==> config.mk <==
export PLATFORM = sky130hd
export DESIGN_NAME = ccd_top
export DESIGN_NICKNAME = d
export VERILOG_FILES = /design/src/rtl/ccd_pkg.sv /design/src/rtl/ccd_top.sv
export SDC_FILE = /design/constraint.sdc
export NUM_CORES = 1
export LEC_CHECK = 0
export ABC_AREA = 1
export BUFFER_PORTS_ARGS = -buffer_cell sky130_fd_sc_hd__buf_2
export CAP_MARGIN = 20
export CORE_ASPECT_RATIO = 0.8
export CORE_MARGIN = 2
export CORE_UTILIZATION = 30
export DETAILED_ROUTE_END_ITERATION = 7
export PLACE_DENSITY = 0.68
export SLEW_MARGIN = 20
export SYNTH_ARGS = -nofsm -noshare
export SYNTH_HDL_FRONTEND = slang
export SYNTH_SLANG_ARGS = --single-unit
==> constraint.sdc <==
create_clock -name sys_clk_i -period 1.8 [get_ports sys_clk_i]
set_input_delay 0.54 -clock sys_clk_i [delete_from_list [all_inputs] [get_ports sys_clk_i]]
set_output_delay 0.54 -clock sys_clk_i [all_outputs]
set_load 0.03 [all_outputs]
==> src/rtl/ccd_pkg.sv <==
package ccd_pkg;

    // ************************************************************
    // Code tables and widths
    // ************************************************************
    localparam int DIGITS = 10;
    localparam int WORD_W = 8;
    // Shift register: sentinel, word, parity bit, leading pad
    localparam int SR_W = WORD_W + 3;
    localparam int CNT_W = 4;
    localparam logic [CNT_W-1:0] PUSH_FIRST = 4'h1;
    localparam logic [CNT_W-1:0] PUSH_LAST = 4'h9;
    localparam logic [3:0] XS3_OFS = 4'h3;
    localparam logic [3:0] XS3_MIN = 4'h3;
    localparam logic [3:0] XS3_MAX = 4'hc;
    localparam logic [3:0] BCD_MAX = 4'h9;

    localparam logic [3:0] GRAY10_TAB [DIGITS] = '{
        4'h2, 4'h6, 4'h7, 4'h5, 4'h4, 4'hc, 4'hd, 4'hf, 4'he, 4'ha};
    localparam logic [3:0] B1242_TAB [DIGITS] = '{
        4'h0, 4'h1, 4'h2, 4'h3, 4'ha, 4'hb, 4'hc, 4'hd, 4'he, 4'hf};
    localparam logic [3:0] AIKEN_TAB [DIGITS] = '{
        4'h0, 4'h1, 4'h2, 4'h3, 4'h4, 4'hb, 4'hc, 4'hd, 4'he, 4'hf};
    localparam logic [4:0] JOHN_TAB [DIGITS] = '{
        5'h00, 5'h01, 5'h03, 5'h07, 5'h0f,
        5'h1f, 5'h1e, 5'h1c, 5'h18, 5'h10};

    // ************************************************************
    // Parity checker states
    // ************************************************************
    typedef enum logic [2:0] {
        ST_LOAD = 3'b001,
        ST_SHIFT = 3'b010,
        ST_DONE = 3'b100
    } ccd_state_t;

endpackage

==> src/rtl/ccd_top.sv <==
`timescale 1ns/100ps
// Notes on behaviour
// - BCD decoder pulls low only the output equal to its 8421 value.
// - BCD inputs 1010 to 1111 are don't-care for the decoder.
// - Excess-three decoder pulls low the output of code minus three.
// - Ten-state Gray decoder maps its ten codes to digits 0 to 9.
// - Johnson decoder uses two bits per digit: A,E ends and boundaries.
// - 1242 encoder gives binary for 0-3, then 1010 to 1111.
// - Aiken encoder gives binary for 0-4, then 1011 to 1111.
// - Excess-three encoder outputs digit plus three.
// - Johnson encoder fills ones from A upward, then clears from A.
// - Johnson transcoder turns each valid state into its 8421 digit.
// - Ten-state Gray transcoder gives the BCD of the code's position.
// - Sixteen-state Gray transcoder gives the binary position.
// - BCD error flag is D and (B or C).
// - Excess-three error flag for 0000-0010 and 1101-1111 only.
// - Parity bit is high for an even count of ones in the word.
// - Odd count of ones in word plus parity means error.
// - Toggle flop sits preset high until the check starts.
// - Control high loads the word in parallel; low shifts it out.
// - Toggle flips on each shift with final stage low; drives ok output.
// - Shifting stops once the shift register holds all zeros.
module ccd_top
    import ccd_pkg::*;
(
    // Clock and reset
    input wire logic sys_clk_i,
    input wire logic rst_i,
    // Decoders, detectors and transcoders
    input wire logic [3:0] bcd_i,
    input wire logic [3:0] xs3_i,
    input wire logic [3:0] gray10_i,
    input wire logic [4:0] john_i,
    input wire logic [3:0] aiken_i,
    input wire logic [3:0] gray16_i,
    output logic [DIGITS-1:0] bcd_dec_n_o,
    output logic [DIGITS-1:0] xs3_dec_n_o,
    output logic [DIGITS-1:0] gray_dec_n_o,
    output logic [DIGITS-1:0] john_dec_n_o,
    output logic [3:0] john_bcd_o,
    output logic [3:0] gray10_bcd_o,
    output logic [3:0] gray16_bin_o,
    output logic bcd_err_o,
    output logic xs3_err_o,
    output logic aiken_err_o,
    // Decimal encoders
    input wire logic [DIGITS-1:0] dec_n_i,
    output logic [3:0] enc_bcd_o,
    output logic [3:0] enc_1242_o,
    output logic [3:0] enc_aiken_o,
    output logic [3:0] enc_xs3_o,
    output logic [4:0] enc_john_o,
    // Parity checker, sending side
    input wire logic load_i,
    input wire logic [WORD_W-1:0] word_i,
    input wire logic par_i,
    output logic par_gen_o,
    output logic busy_o,
    output logic done_o,
    output logic ok_o,
    // Serial stream to the receiving register
    output logic ser_valid_o,
    output logic ser_data_o,
    input wire logic ser_ready_i
);

    // ************************************************************
    // Decoders, one output per digit
    // ************************************************************
    genvar d;
    generate
        for (d = 0; d < DIGITS; d++) begin : g_dig
            // Unused BCD states may light 8 or 9; they are don't-care
            assign bcd_dec_n_o[d] = (bcd_i[3] && d >= 8) ?
                (bcd_i[0] != 1'(d)) : (bcd_i != 4'(d));
            assign xs3_dec_n_o[d] =
                (xs3_i != 4'(d + XS3_OFS));
            assign gray_dec_n_o[d] = (gray10_i != GRAY10_TAB[d]);
            if (d == 0) begin : g_j0
                assign john_dec_n_o[d] = john_i[0] | john_i[4];
            end else if (d < 5) begin : g_jlo
                assign john_dec_n_o[d] = ~(john_i[d-1] & ~john_i[d]);
            end else if (d == 5) begin : g_j5
                assign john_dec_n_o[d] = ~(john_i[0] & john_i[4]);
            end else begin : g_jhi
                assign john_dec_n_o[d] = ~(~john_i[d-6] & john_i[d-5]);
            end
        end
    endgenerate

    // ************************************************************
    // Transcoders and redundant-state detectors
    // ************************************************************
    genvar b;
    generate
        for (b = 0; b < 4; b++) begin : g_gbin
            if (b == 3) begin : g_top
                assign gray16_bin_o[b] = gray16_i[b];
            end else begin : g_rest
                assign gray16_bin_o[b] = gray16_bin_o[b+1] ^ gray16_i[b];
            end
        end
    endgenerate

    always_comb begin
        john_bcd_o = 4'h0;
        gray10_bcd_o = 4'h0;
        for (int i = 0; i < DIGITS; i++) begin
            if (john_i == JOHN_TAB[i]) john_bcd_o = 4'(i);
            if (gray10_i == GRAY10_TAB[i]) gray10_bcd_o = 4'(i);
        end
    end

    assign bcd_err_o = bcd_i[3] & (bcd_i[2] | bcd_i[1]);
    assign xs3_err_o = (xs3_i < XS3_MIN) || (xs3_i > XS3_MAX);
    assign aiken_err_o = (aiken_i[0] & aiken_i[2] & ~aiken_i[3])
        | (~aiken_i[0] & ~aiken_i[2] & aiken_i[3])
        | (aiken_i[1] & aiken_i[2] & ~aiken_i[3])
        | (~aiken_i[1] & ~aiken_i[2] & aiken_i[3]);

    // ************************************************************
    // Encoders
    // ************************************************************
    // With no input low every code reads zero; several low inputs
    // OR their codes together, as the gate network would.
    always_comb begin
        enc_bcd_o = 4'h0;
        enc_1242_o = 4'h0;
        enc_aiken_o = 4'h0;
        enc_xs3_o = 4'h0;
        enc_john_o = 5'h00;
        for (int i = 0; i < DIGITS; i++) begin
            if (!dec_n_i[i]) begin
                enc_bcd_o = enc_bcd_o | 4'(i);
                enc_1242_o = enc_1242_o | B1242_TAB[i];
                enc_aiken_o = enc_aiken_o | AIKEN_TAB[i];
                enc_xs3_o = enc_xs3_o | 4'(i + XS3_OFS);
                enc_john_o = enc_john_o | JOHN_TAB[i];
            end
        end
    end

    // ************************************************************
    // Serial parity checker
    // ************************************************************
    ccd_state_t st_r, st_nxt;
    logic [SR_W-1:0] sr_r, sr_nxt;
    logic [CNT_W-1:0] cnt_r, cnt_nxt;
    logic tog_r, tog_nxt;
    logic push;
    logic buf_in_rdy;

    assign par_gen_o = ~^word_i;

    always_comb begin
        st_nxt = st_r;
        sr_nxt = sr_r;
        cnt_nxt = cnt_r;
        tog_nxt = tog_r;
        push = 1'b0;
        case (st_r)
            ST_LOAD: begin
                // The high sentinel forces every bit out; the low pad makes
                // the toggle count come out to the word's parity
                tog_nxt = 1'b1;
                sr_nxt = {1'b1, word_i, par_i, 1'b0};
                cnt_nxt = '0;
                if (!load_i) st_nxt = ST_SHIFT;
            end
            ST_SHIFT: begin
                if (load_i) begin
                    st_nxt = ST_LOAD;
                    tog_nxt = 1'b1;
                end else if (sr_r == '0) begin
                    st_nxt = ST_DONE;
                end else if (buf_in_rdy) begin
                    sr_nxt = sr_r >> 1;
                    cnt_nxt = cnt_r + 4'h1;
                    if (!sr_r[0]) tog_nxt = ~tog_r;
                    push = (cnt_r >= PUSH_FIRST) && (cnt_r <= PUSH_LAST);
                end
            end
            ST_DONE: begin
                tog_nxt = tog_r | load_i;
                if (load_i) st_nxt = ST_LOAD;
            end
            default: st_nxt = ST_LOAD;
        endcase
    end

    always_ff @(posedge sys_clk_i) begin
        if (rst_i) begin
            st_r <= ST_LOAD;
            sr_r <= '0;
            cnt_r <= '0;
            tog_r <= 1'b1;
        end else begin
            st_r <= st_nxt;
            sr_r <= sr_nxt;
            cnt_r <= cnt_nxt;
            tog_r <= tog_nxt;
        end
    end

    assign busy_o = (st_r == ST_SHIFT);
    assign done_o = (st_r == ST_DONE);
    assign ok_o = tog_r;

    // ************************************************************
    // Two-entry buffer toward the receiving register
    // ************************************************************
    // A stalled receiver freezes the shifting, so no bit is dropped.
    logic [1:0] mem_r, mem_nxt;
    logic [1:0] bcnt_r, bcnt_nxt;
    logic wp_r, wp_nxt, rp_r, rp_nxt;
    logic pop;

    assign buf_in_rdy = (bcnt_r != 2'h2);
    assign pop = ser_valid_o && ser_ready_i;
    assign ser_valid_o = (bcnt_r != 2'h0);
    assign ser_data_o = mem_r[rp_r];

    always_comb begin
        mem_nxt = mem_r;
        wp_nxt = wp_r;
        rp_nxt = rp_r;
        bcnt_nxt = bcnt_r;
        if (push) begin
            mem_nxt[wp_r] = sr_r[0];
            wp_nxt = ~wp_r;
        end
        if (pop) rp_nxt = ~rp_r;
        if (push && !pop) bcnt_nxt = bcnt_r + 2'h1;
        if (pop && !push) bcnt_nxt = bcnt_r - 2'h1;
    end

    always_ff @(posedge sys_clk_i) begin
        if (rst_i) begin
            mem_r <= 2'h0;
            wp_r <= 1'b0;
            rp_r <= 1'b0;
            bcnt_r <= 2'h0;
        end else begin
            mem_r <= mem_nxt;
            wp_r <= wp_nxt;
            rp_r <= rp_nxt;
            bcnt_r <= bcnt_nxt;
        end
    end

    // ************************************************************
    // Checks
    // ************************************************************
    logic [SR_W-1:0] ld_word_r;
    always_ff @(posedge sys_clk_i) begin
        if (st_r == ST_LOAD) ld_word_r <= sr_nxt;
    end
endmodule

---- Yosys cells after proc, flatten, opt, wreduce, memory -nomap -nowiden ----
Cells that the tools add are included.
word-level totals
  bits in registers ....................... 25
  logic and storage cells ................. 233
  output and inout bits ................... 82
  bits of input ports ..................... 48
cells by class
  $add $sub $neg .......................... 3
  reduce and logical (&&, ||, !) cells .... 18
  multiplexer cells ....................... 88
  equal/unequal tests ..................... 60
  bitwise logic cells ..................... 49
  $lt $le $gt $ge ......................... 7
operator list
  kind                                                                   count
  4-bit two-way mux                                                      26
  3-bit two-way mux                                                      21
  4-bit by 3-bit != test with 1-bit output, second input constant        12
  4-bit != test, second input constant                                   12
  11-bit two-way mux                                                     3
  5-bit equality test, second input constant                             5
  5-bit two-way mux                                                      5
  1-bit NOT                                                              22
  11-bit case mux with 2 select lines                                    1
  4-bit equality test, second input constant                             5
  2-bit two-way mux                                                      10
  1-bit AND                                                              18
  1-bit two-way mux                                                      17
  4-bit by 3-bit equality test with 1-bit output, second input constant  4
  4-bit by 2-bit != test with 1-bit output, second input constant        4
  11-bit logical NOT                                                     1
  2-bit != test, second input constant                                   5
  3-bit case mux with 3 select lines                                     1
  4-bit case mux with 2 select lines                                     1
  4-bit AND reduction                                                    2
  8-bit XNOR reduction                                                   1
  3-bit by 2-bit != test with 1-bit output, second input constant        2
  3-bit != test, second input constant                                   2
  1-bit OR                                                               6
  other kinds (29)                                                       39

---- Longest topological paths before layout ----
Gate-level depths: netlist (run 1).
  depth after elaboration ................. 10
  mapped depth ............................ 14
  gate-level depth less buffers ........... 14

---- Worst setup path after synthesis (run 1) ----
Ideal clock, no wire load.
  path type ............................... input port to output port
  from .................................... input port gray10_i[1]
  to ...................................... output port gray10_bcd_o[0]
  data arrival time ....................... 2.153 ns
  cell stages on the path ................. 4
  setup slack ............................. -0.893 ns
  buffers on the path ..................... 0
  data required time ...................... 1.260 ns
  path through ............................ inv_1 > nor3_1 > nand2_1 > nand4_1
between the ends
  word-level cells in the longest chain between the ends .. 10
  elaborated cells between the ends (all ways) .. 18
  classes of those cells .................. eq/ne: 9; mux: 9
ends and longest elaborated chain
  what                                            RTL line        RTL
  start, declared                                 ccd_top.sv:32   input wire logic [3:0] gray10_i,
  4-bit by 3-bit equality test with 1-bit output  ccd_top.sv:110  if (gray10_i == GRAY10_TAB[i]) gray10_bcd_o = 4'(i);
  1-bit two-way mux                               ccd_top.sv:110
  2-bit two-way mux (2 in series)                 ccd_top.sv:110
  3-bit two-way mux (4 in series)                 ccd_top.sv:110
  4-bit two-way mux                               ccd_top.sv:110
  4-bit two-way mux (*)                           ccd_top.sv:110
  end, declared                                   ccd_top.sv:41   output logic [3:0] gray10_bcd_o,
Mark *: on every way between the ends. The rest lies on a longest branch, timed or not.

---- Final worst setup path (run 1) ----
  from .................................... input port gray16_i[2]
  to ...................................... output port gray16_bin_o[0]
between the ends
  word-level cells in the longest chain between the ends .. 3
ends and longest elaborated chain
  what                             RTL line        RTL
  start, declared                  ccd_top.sv:35   input wire logic [3:0] gray16_i,
  1-bit bitwise XOR (3 in series)  ccd_top.sv:100  assign gray16_bin_o[b] = gray16_bin_o[b+1] ^ gray16_i[b];
  end, declared                    ccd_top.sv:42   output logic [3:0] gray16_bin_o,
No other way between the ends.

==> results of run 1 <==
## flip-flops by register name, indices dropped and copies added, names as in the netlist
name / cells
wp_r: 1
sr_r: 11
cnt_r: 4
ok_o: 1
st_r: 3
bcnt_r: 2
rp_r: 1
mem_r: 2
## worst paths after layout
| path | from | cells after the start | slack [ns] | end |
|---|---|---|---|---|
| max | gray16_i[2] | 5 | -0.06 | gray16_bin_o[0] |
| min | rp_r$_SDFFE_PP0P_ | 2 | 0.49 | rp_r$_SDFFE_PP0P_ |
| max reg2reg | cnt_r[1]$_SDFFE_PP0P_ | 14 | 0.10 | bcnt_r[1]$_SDFFE_PP0P_ |
| min reg2reg | rp_r$_SDFFE_PP0P_ | 2 | 0.49 | rp_r$_SDFFE_PP0P_ |
## power by group through the flow
stage	Sequential, W	Combinational (W)	Clock [W]
finish	0.000678	0.00121	0.000339
global route	0.000687	0.00133	0.000373
CTS	0.000675	0.00114	0.000346
detailed placement	0.000687	0.00106	0
global placement	0.000683	0.00104	0
floorplan	0.000692	0.000707	0
## cell usage in the layout (no fill, tap or decap), types with 10 or more instances in the layout
cell type	netlist	layout
buf_2	1	97
dfxtp_1	25	23
inv_1	55	46
nand4_1	11	11
o21ai_0	15	10
nand3_1	33	32
nor2_1	50	42
buf_4	6	51
a21oi_1	13	12
inv_2	8	13
buf_6	1	19
nand2_1	111	98
## final cells by class
| class | count | area share [%] |
|---|---|---|
| Clock buffer | 4 | 1.21 |
| Inverter | 64 | 6.97 |
| Multi-Input combinational cell | 268 | 43.9 |
| Sequential cell | 25 | 13.5 |
| Tap cell | 87 | 2.92 |
| Timing Repair Buffer | 174 | 31.5 |
## repair_timing
action / in CTS / in global routing
hold endpoints to repair: 0 / 0
pin swaps: 15 / 19
gates resized for setup: 52 / 76
buffers inserted: 0 / 2
setup endpoints to repair: 12 / 25
hold buffers: 0 / 0
## routing by layer
metal / up-vias / GRT usage [%]
met2: 84 / 35.6
li1: 1481 / -
met3: 7 / 1.67
met1: 1309 / 19.2
met4: 0 / 2.92
met5: - / 0
## worst max-delay path: stages
cell and delay [ns]:
buf_8 0.10, xor2_4 0.18, xor2_2 0.21, xnor2_2 0.14
buf_6 0.15
## cells by family after synthesis
logic type               Yosys count
adder cells (fa/ha/maj)            4
AO/OA/AOI/OAI                     37
AND/OR/NAND/NOR                  215
flip-flops                        25
XOR/XNOR                          12
buffers and inverters             74
## through the flow
step                      instances  util (%)  TNS (ns)
after floorplan                 367         -    -0.461
after global placement          616      47.5    -0.666
after detailed placement        616      47.5    -0.806
after CTS                       620      50.8    -0.162
after global routing            622      54.7    -0.369
final                           622      54.7    -0.107
==> impl_results.md, run 1 <==
- Outcome: finished with violations
- Failing checks: setup timing
- WHS: 0.493 ns
- Final Cycle Share: 103%
- Layout area overhead: 77.9%
- Fin. max-slew vios: 0
- Core Region: 6820 sq um
- Pwr Total: 0.00223 W
- Clock Pin Slew Worst Setup and Hold Paths: 0.09 ns
- Drt first-iter violations: 77
- Post-DP HPWL: 5.50 mm
- Fill cells: 661
- Mapped Cells: 367
- Top area cells in the synthesized netlist: dfxtp_1 (24%), nand2_1 (20%), inv_1 (9.8%)
- Post-synthesis mux area share: 0%
- Vias in the first global route: 2615
- Yosys reg bits: 25
- Clock Sinks: 25
- Tightest Pin Transition: 0.296 ns
- Area share of the leading cell type in the synthesized netlist: 23.9%
- Worst Path Required: 1.26 ns
- Antenna Nets Post-Route: 0
- Wire length on met3: 350 microns
- Hold Path Class: reg2reg
- Comb power frac: 54.4%
- DR top layer: met4
- Routability Congestion: 0.863
- Layout Skew: 0.00267 ns
- Sequential share of power: 30.4%
- Register Area: 503 sq um
- Final hold viol count: 0
- M1 wire length: 2.83 mm
- XOR/XNOR share of the synthesized area: 5.01%
- Port bufs: 129
- Syn_area_per_cell: 5.72 sq um
- Finished Cell Area: 3730 sq um
- GR Overflow Total: 0
- Peak supply drop: 0.478 mV
- Multi-input logic area: 1640 sq um
- Largest family of logic cells by synthesized area: simple AND/OR/NAND/NOR gates
- Critical Path AT: 1.32 ns
- Final net count: 588
- CP Capture Type: primary output
- Startpoint class of the critical path: primary input
- Worst-case clock buffer depth: 2
- Critical path class: in2out
- Share of layout cells above drive strength 1: 46.4%
- Cell with the most instances after synthesis: nand2_1
- Chip Width: 97.5 microns
- F_max: 0.538 GHz
- Slew headroom: 80.1%
- Final setup fails: 3
- Final WL: 7.17 mm
- Yosys warnings: 0
- Metal2 WL: 3.93 mm
- First-pass GRT wire length: 11.2 mm
- Total leakage power: 1.87 nW
- EDFF count, synth: 0
- Io pins: 130
- Psw: 0.000950 W
- P_int: 0.00128 W
- Power per cell area: 597 nW/um^2
- Synth Area in Adders: 2.39%
- Largest net degree at the start of global routing: 27
- Net Count, Synth: 419
- Root Buffer: clkbuf_8
- Num rows: 27
- Antenna cells: 0
- Yosys cell types: 31
- Switch share: 42.6%
- Iteration count of the initial detailed-routing pass: 5
- Via count: 2881
- Mapped Area: 2100 sq um
- Cts bufs inserted: 3
- Clk network pwr share: 15.2%
- Die area: 7680 sq um
- Most frequent cells after synthesis: nand2_1 (111), inv_1 (55), nor2_1 (50), nand3_1 (33), dfxtp_1 (25)
- Pre-CTS setup slack: -0.201 ns
- Crit Path Max Fanout: 2
- Compound-gate portion of the synthesized area: 9.72%
- RSZ-0062 raised after global routing: yes
- Most used DFF post-synth: dfxtp_1
- Die Ht: 78.8 microns
- Area after DPL: 3240 sq um
- Asr flop ratio synth: 0%
- Htree depth: 1
- TritonCTS clock tree: yes
- Clk_lat worst skew: 0.27 ns
- Area leader, netlist: dfxtp_1
- Tmin final: 1.86 ns
- WL per Instance: 11.5 microns
- GRT Overall Usage: 17.2%
- Setup WS post-layout: -0.0574 ns
- Synth Area in Simple Gates: 44.3%
- Initial cell density of the core: 30.7%
- Seq/Total Area, Yosys: 23.9%
- Max-cap viol count: 0
- DRC violations left: 0
- Avg Vias per Cell: 4.63
- Initial antenna violation count: 0
Note: power is estimated with default switching activity, not from simulation.
==> run 2, diff against run 1 <==
Settings changed: CORE_ASPECT_RATIO 0.8 to not set.
==> impl_results.md, run 2 (synthesis results as in run 1) <==
- Psw: 0.000915 W (-3.7%)
- DRC violations left: 0 (unchanged)
- Cts bufs inserted: 3 (unchanged)
- Core Region: 6790 sq um (-0.44%)
- Initial antenna violation count: 0 (unchanged)
- GR Overflow Total: 0 (unchanged)
- M3 GR Usage: 1.60% (-0.070 points)
- Worst hold stages: 2 (unchanged)
- Final Cycle Share: 103% (-0.39 points)
- Register bank with the most flops: sr_r
- Pwr Total: 0.00217 W (-2.8%)
- Layout Skew: 0.00194 ns (-0.000732 ns)
- Io pins: 130 (unchanged)
- Final hold viol count: 0 (unchanged)
- F_max: 0.540 GHz (+0.38%)
- Drt first-iter violations: 84 (+9.1%)
- Iteration count of the initial detailed-routing pass: 4 (-1)
- Worst-case clock buffer depth: 2 (unchanged)
- Switch share: 42.2% (-0.39 points)
- Num rows: 30 (+11%)
- P_int: 0.00125 W (-2.1%)
- Routability Congestion: 0.883 (+2.3%)
- Commonest non-fill, non-tap cell in the layout: buf_2
- Total leakage power: 1.79 nW (-4.4%)
- Global routing met1 resource utilization: 15.8% (-3.4 points)
- Outcome: finished with violations
- Slowest CP cell: xnor2_2
- Setup WS post-layout: -0.0505 ns (+0.00696 ns)
- Layout area overhead: 68.7%
- Final net count: 579 (-1.5%)
- RSZ-0062 raised after global routing: yes
- Avg Vias per Cell: 4.43 (-4.3%)
- Via count: 2756 (-4.3%)
- Biggest regs: sr_r x11, cnt_r x4, st_r x3
- Final WL: 6.36 mm (-11%)
- Fin. max-slew vios: 0 (unchanged)
- Comb power frac: 53.3% (-1.1 points)
- Final setup fails: 3 (unchanged)
- R2R depth: 12 (-2)
- Flip-flop count of the largest register after layout: 11 (unchanged)
- R2R setup slack: 0.11 ns (about the same)
- Tightest Pin Transition: 0.291 ns (-0.00530 ns)
- Critical path class: in2out
- Tmin final: 1.85 ns (-0.00696 ns)
- Htree depth: 1 (unchanged)
- Critical Path AT: 1.31 ns (about the same)
- Antenna cells: 0 (unchanged)
- Hold Path Class: reg2reg
- Port bufs: 129 (unchanged)
- Vias in the first global route: 2359 (-9.8%)
- Antenna Nets Post-Route: 0 (unchanged)
- Max-cap viol count: 0 (unchanged)
- Peak supply drop: 0.490 mV (+2.5%)
- TritonCTS clock tree: yes
- Clock Sinks: 25 (unchanged)
- Startpoint class of the critical path: primary input
- First-pass GRT wire length: 9.43 mm (-16%)
- Root Buffer: clkbuf_8
- Largest net degree at the start of global routing: 27 (unchanged)
- Die Ht: 87.6 microns (+11%)
- Power per cell area: 612 nW/um^2 (+2.5%)
- Fill cells: 648 (-2.0%)
- Met2 global-route usage: 30.1% (-5.5 points)
- WL per Instance: 10.2 microns (-11%)
- Pre-CTS setup slack: -0.207 ns (-0.00593 ns)
- Most frequent cells in the layout: buf_2 (106), nand2_1 (99), inv_1 (46), nor2_1 (42), buf_4 (41)
- Die area: 7680 sq um (about the same)
- CP Capture Type: primary output
- Slew headroom: 80.6% (+0.46 points)
- Worst Path Required: 1.26 ns (about the same)
- Sequential share of power: 31.2% (+0.8 points)
- Crit Path Max Fanout: 2 (unchanged)
- Post-DP HPWL: 5.05 mm (-8.3%)
- Chip Width: 87.6 microns (-10%)
- GRT Overall Usage: 14.8% (-2.4 points)
- Clk network pwr share: 15.5% (+0.3 points)
- Worst path max stage delay: 0.20 ns (about the same)
- Initial cell density of the core: 30.9% (+0.14 points)
- Clock Pin Slew Worst Setup and Hold Paths: 0.08 ns (about the same)
- Most used routing layer: met2
- Share of layout cells above drive strength 1: 45.2% (-1.1 points)
- Failing checks: setup timing
- Clk_lat worst skew: 0.27 ns (about the same)
- Crit-path most repeated cell: xnor2_2
- Crit-path cells: buf_8, xor2_2, xnor2_2, xnor2_2, buf_6
-- run 2: final timing paths --
check | start | end
max | word_i[0] | par_gen_o
min | sr_r[10]$_SDFFE_PP0P_ | sr_r[10]$_SDFFE_PP0P_
max reg2reg | cnt_r[0]$_SDFFE_PP0P_ | bcnt_r[1]$_SDFFE_PP0P_
min reg2reg | sr_r[10]$_SDFFE_PP0P_ | sr_r[10]$_SDFFE_PP0P_
-- run 2: worst max-delay path: cells and delay by family --
family	cells	cell delay, ns
buf+inv	2	0.25
xor+xnor	3	0.51
-- run 2: per-layer routing --
layer  up-vias  share of wire, %
met5         -                 0
met4         0               1.5
met3        11               5.4
met2        92                53
met1      1194                40
li1       1459                 -
-- run 2: layout make-up --
| type | instances | area, sq um | area share [%] |
|---|---|---|---|
| Multi-Input combinational cell | 268 | 1570 | 44.4 |
| Clock buffer | 4 | 45.0 | 1.27 |
| Tap cell | 96 | 120 | 3.39 |
| Sequential cell | 25 | 503 | 14.2 |
| Timing Repair Buffer | 165 | 1050 | 29.7 |
| Inverter | 64 | 248 | 7.00 |
-- run 2: power by group through the flow --
| stage | Combinational (W) | Clock, W | Sequential (W) |
|---|---|---|---|
| finish | 0.00116 | 0.000336 | 0.000675 |
| global placement | 0.00103 | 0 | 0.000683 |
| floorplan | 0.000707 | 0 | 0.000692 |
| global route | 0.00127 | 0.000360 | 0.000683 |
| CTS | 0.00111 | 0.000339 | 0.000673 |
| detailed placement | 0.00105 | 0 | 0.000686 |
-- run 2: repair_timing --
| item | in CTS | in global routing |
|---|---|---|
| pin swaps | 11 | 14 |
| gates resized for setup | 36 | 54 |
| hold buffers | 0 | 0 |
| setup endpoints to repair | 8 | 17 |
| setup buffers | 2 | 0 |
-- run 2: stage by stage --
step | setup TNS, ns | cell area (sq um) | util [%] | hold WS [ns] | instances
after floorplan | -0.461 | 2240 | - | 0.446 | 367
after global placement | -0.644 | 3190 | 47.0 | 0.471 | 617
after detailed placement | -0.701 | 3190 | 47.0 | 0.470 | 617
after CTS | -0.214 | 3360 | 49.5 | 0.489 | 623
after global routing | -0.321 | 3540 | 52.1 | 0.520 | 622
final | -0.130 | 3540 | 52.1 | 0.487 | 622
==> run 3, diff against run 2 <==
--- a/config.mk
+++ b/config.mk
@@ -11,5 +11,5 @@
 export CORE_MARGIN = 2
-export CORE_UTILIZATION = 30
+export CORE_UTILIZATION = 39
 export DETAILED_ROUTE_END_ITERATION = 7
-export PLACE_DENSITY = 0.68
+export PLACE_DENSITY = 0.83
 export SLEW_MARGIN = 20
==> constraint.sdc (replaced) <==
create_clock -name sys_clk_i -period 1.8 [get_ports sys_clk_i]
set_input_delay 0.18 -clock sys_clk_i [delete_from_list [all_inputs] [get_ports sys_clk_i]]
set_output_delay 0.18 -clock sys_clk_i [all_outputs]
set_load 0.03 [all_outputs]
==> impl_results.md, run 3 (synthesis results as in run 1) <==
- Total leakage power: 1.55 nW (-13%)
- Vias in the first global route: 2355 (-0.17%)
- Delay-heaviest family, CP: adder cells
- GRT Overall Usage: 18.3% (+3.5 points)
- First-pass GRT wire length: 9.41 mm (-0.15%)
- Final hold viol count: 0 (unchanged)
- Fin. max-slew vios: 0 (unchanged)
- Crit Path Max Fanout: 3 (+1)
- Iteration count of the initial detailed-routing pass: 4 (unchanged)
- Die Ht: 77.4 microns (-12%)
- Share of layout cells above drive strength 1: 34.1% (-11 points)
- Startpoint class of the critical path: register
- Critical Path AT: 1.88 ns (+0.57 ns)
- Final Cycle Share: 95.7% (-7.1 points)
- Post-cts hold buffer count: 0 (unchanged)
- Drt first-iter violations: 69 (-18%)
- Final net count: 554 (-4.3%)
- Slowest CP cell: dfxtp_2
- Num rows: 26 (-13%)
- Layout area overhead: 40.4%
- GR Overflow Total: 0 (unchanged)
- Biggest regs: sr_r x11, cnt_r x4, st_r x3
- Max-cap viol count: 0 (unchanged)
- Cts bufs inserted: 3 (unchanged)
- Critical path class: reg2reg
- Port bufs: 129 (unchanged)
- Final core utilization: 57.3% (+5.2 points)
- Register bank with the most flops: sr_r
- Peak supply drop: 0.700 mV (+43%)
- Clk_lat worst skew: 0.26 ns (about the same)
- Via count: 2675 (-2.9%)
- Crit-path most repeated cell: nand2_2
- Most frequent cells in the layout: buf_2 (129), nand2_1 (108), inv_1 (52), nor2_1 (50), nand3_1 (33)
- Avg Vias per Cell: 4.68 (+5.7%)
- CP Capture Type: register
- Tightest Pin Transition: 0.476 ns (+0.185 ns)
- Worst Path Required: 1.96 ns (+0.70 ns)
- Core Region: 5140 sq um (-24%)
- Outcome: complete, no violations
- Initial cell density of the core: 40.8% (+9.9 points)
- WL per Instance: 10.4 microns (+1.4%)
- Power per cell area: 681 nW/um^2 (+11%)
- Htree depth: 1 (unchanged)
- Crit-path cells: inv_2, buf_6, ha_2, nand2_2, nand2_2, nand2_2, nor2_4, inv_2, ha_4, a21oi_2, o21ai_1, o21ai_1, a21oi_1
- Slew headroom: 68.0% (-13 points)
- Worst Path Buf+Inv: 3 (+1)
- Routability Congestion: 0.867 (-1.8%)
- Root Buffer: clkbuf_8
- Clock Sinks: 25 (unchanged)
- Commonest non-fill, non-tap cell in the layout: buf_2
- Hold Path Class: in2reg
- Finished Cell Area: 2950 sq um (-17%)
- Clock Pin Slew Worst Setup and Hold Paths: 0.08 ns (about the same)
- Post-DP HPWL: 4.77 mm (-5.5%)
- Worst path max stage delay: 0.33 ns (+0.13 ns)
- Pwr Total: 0.00200 W (-7.4%)
- Flip-flop count of the largest register after layout: 11 (unchanged)
- Initial antenna violation count: 0 (unchanged)
- Worst-case clock buffer depth: 2 (unchanged)
- TritonCTS clock tree: yes
- Antenna Nets Post-Route: 0 (unchanged)
- Final WL: 5.91 mm (-7.0%)
- Chip Width: 77.4 microns (-12%)
- Antenna cells: 0 (unchanged)
- Area after DPL: 2850 sq um (-11%)
- DRC violations left: 0 (unchanged)
- Io pins: 130 (unchanged)
- Die area: 5980 sq um (-22%)
- Largest net degree at the start of global routing: 27 (unchanged)
- Tmin final: 1.72 ns (-0.128 ns)
- Final setup fails: 0 (-3)
- Fill cells: 526 (-19%)
- F_max: 0.581 GHz (+7.4%)
- Layout Skew: 0.00311 ns (+0.00116 ns)
## run 3: cell type report
class,instances,area (sq um),share of cell area (%)
sequential,25,503,17.1
clock buffer,4,45.0,1.53
multi-input combinational,268,1340,45.4
inverter,64,240,8.16
tap,70,87.6,2.97
timing repair buffer,140,732,24.9
## run 3: final timing paths
path,from,end,slack [ns],cells after the start
worst min register to register,rp_r$_SDFFE_PP0P_,rp_r$_SDFFE_PP0P_,0.49,2
worst max register to register,cnt_r[1]$_SDFFE_PP0P_,bcnt_r[1]$_SDFFE_PP0P_,0.08,13
worst min-delay path,rst_i,cnt_r[2]$_SDFFE_PP0P_,0.16,2
worst max-delay path,cnt_r[1]$_SDFFE_PP0P_,bcnt_r[1]$_SDFFE_PP0P_,0.08,13
## run 3: where the power goes
group | leakage [nW] | internal (W) | switching (W)
sequential | 0.206 | 0.000632 | 0.0000427
combinational | 1.32 | 0.000353 | 0.000651
clock | 0.0228 | 0.000158 | 0.000168
## run 3: layer usage
layer	vias up	GRT usage, %	share of wire, %	wire (microns)
met5	-	0	0	0
met4	0	5.89	1.6	94
met3	10	2.09	5.5	327
met2	87	36.8	52	3050
met1	1163	19.5	41	2440
li1	1415	-	-	-
## run 3: timing repair
item	4_1_cts	5_1_grt
setup buffers	0	1
gates resized for setup	1	13
setup endpoints to repair	1	1
pin swaps	0	4
## run 3: per-stage QoR
step | hold WS [ns] | cells | TNS [ns] | worst slack, ns
2_1_floorplan | 0.249 | 367 | 0 | 0.00743
5_1_grt | 0.180 | 571 | -0.0338 | -0.0338
3_3_place_gp | 0.442 | 566 | 0 | 0.0481
3_5_place_dp | 0.447 | 566 | -0.000912 | -0.000912
6_report | 0.165 | 571 | 0 | 0.0774
4_1_cts | 0.160 | 570 | 0 | 0.0260
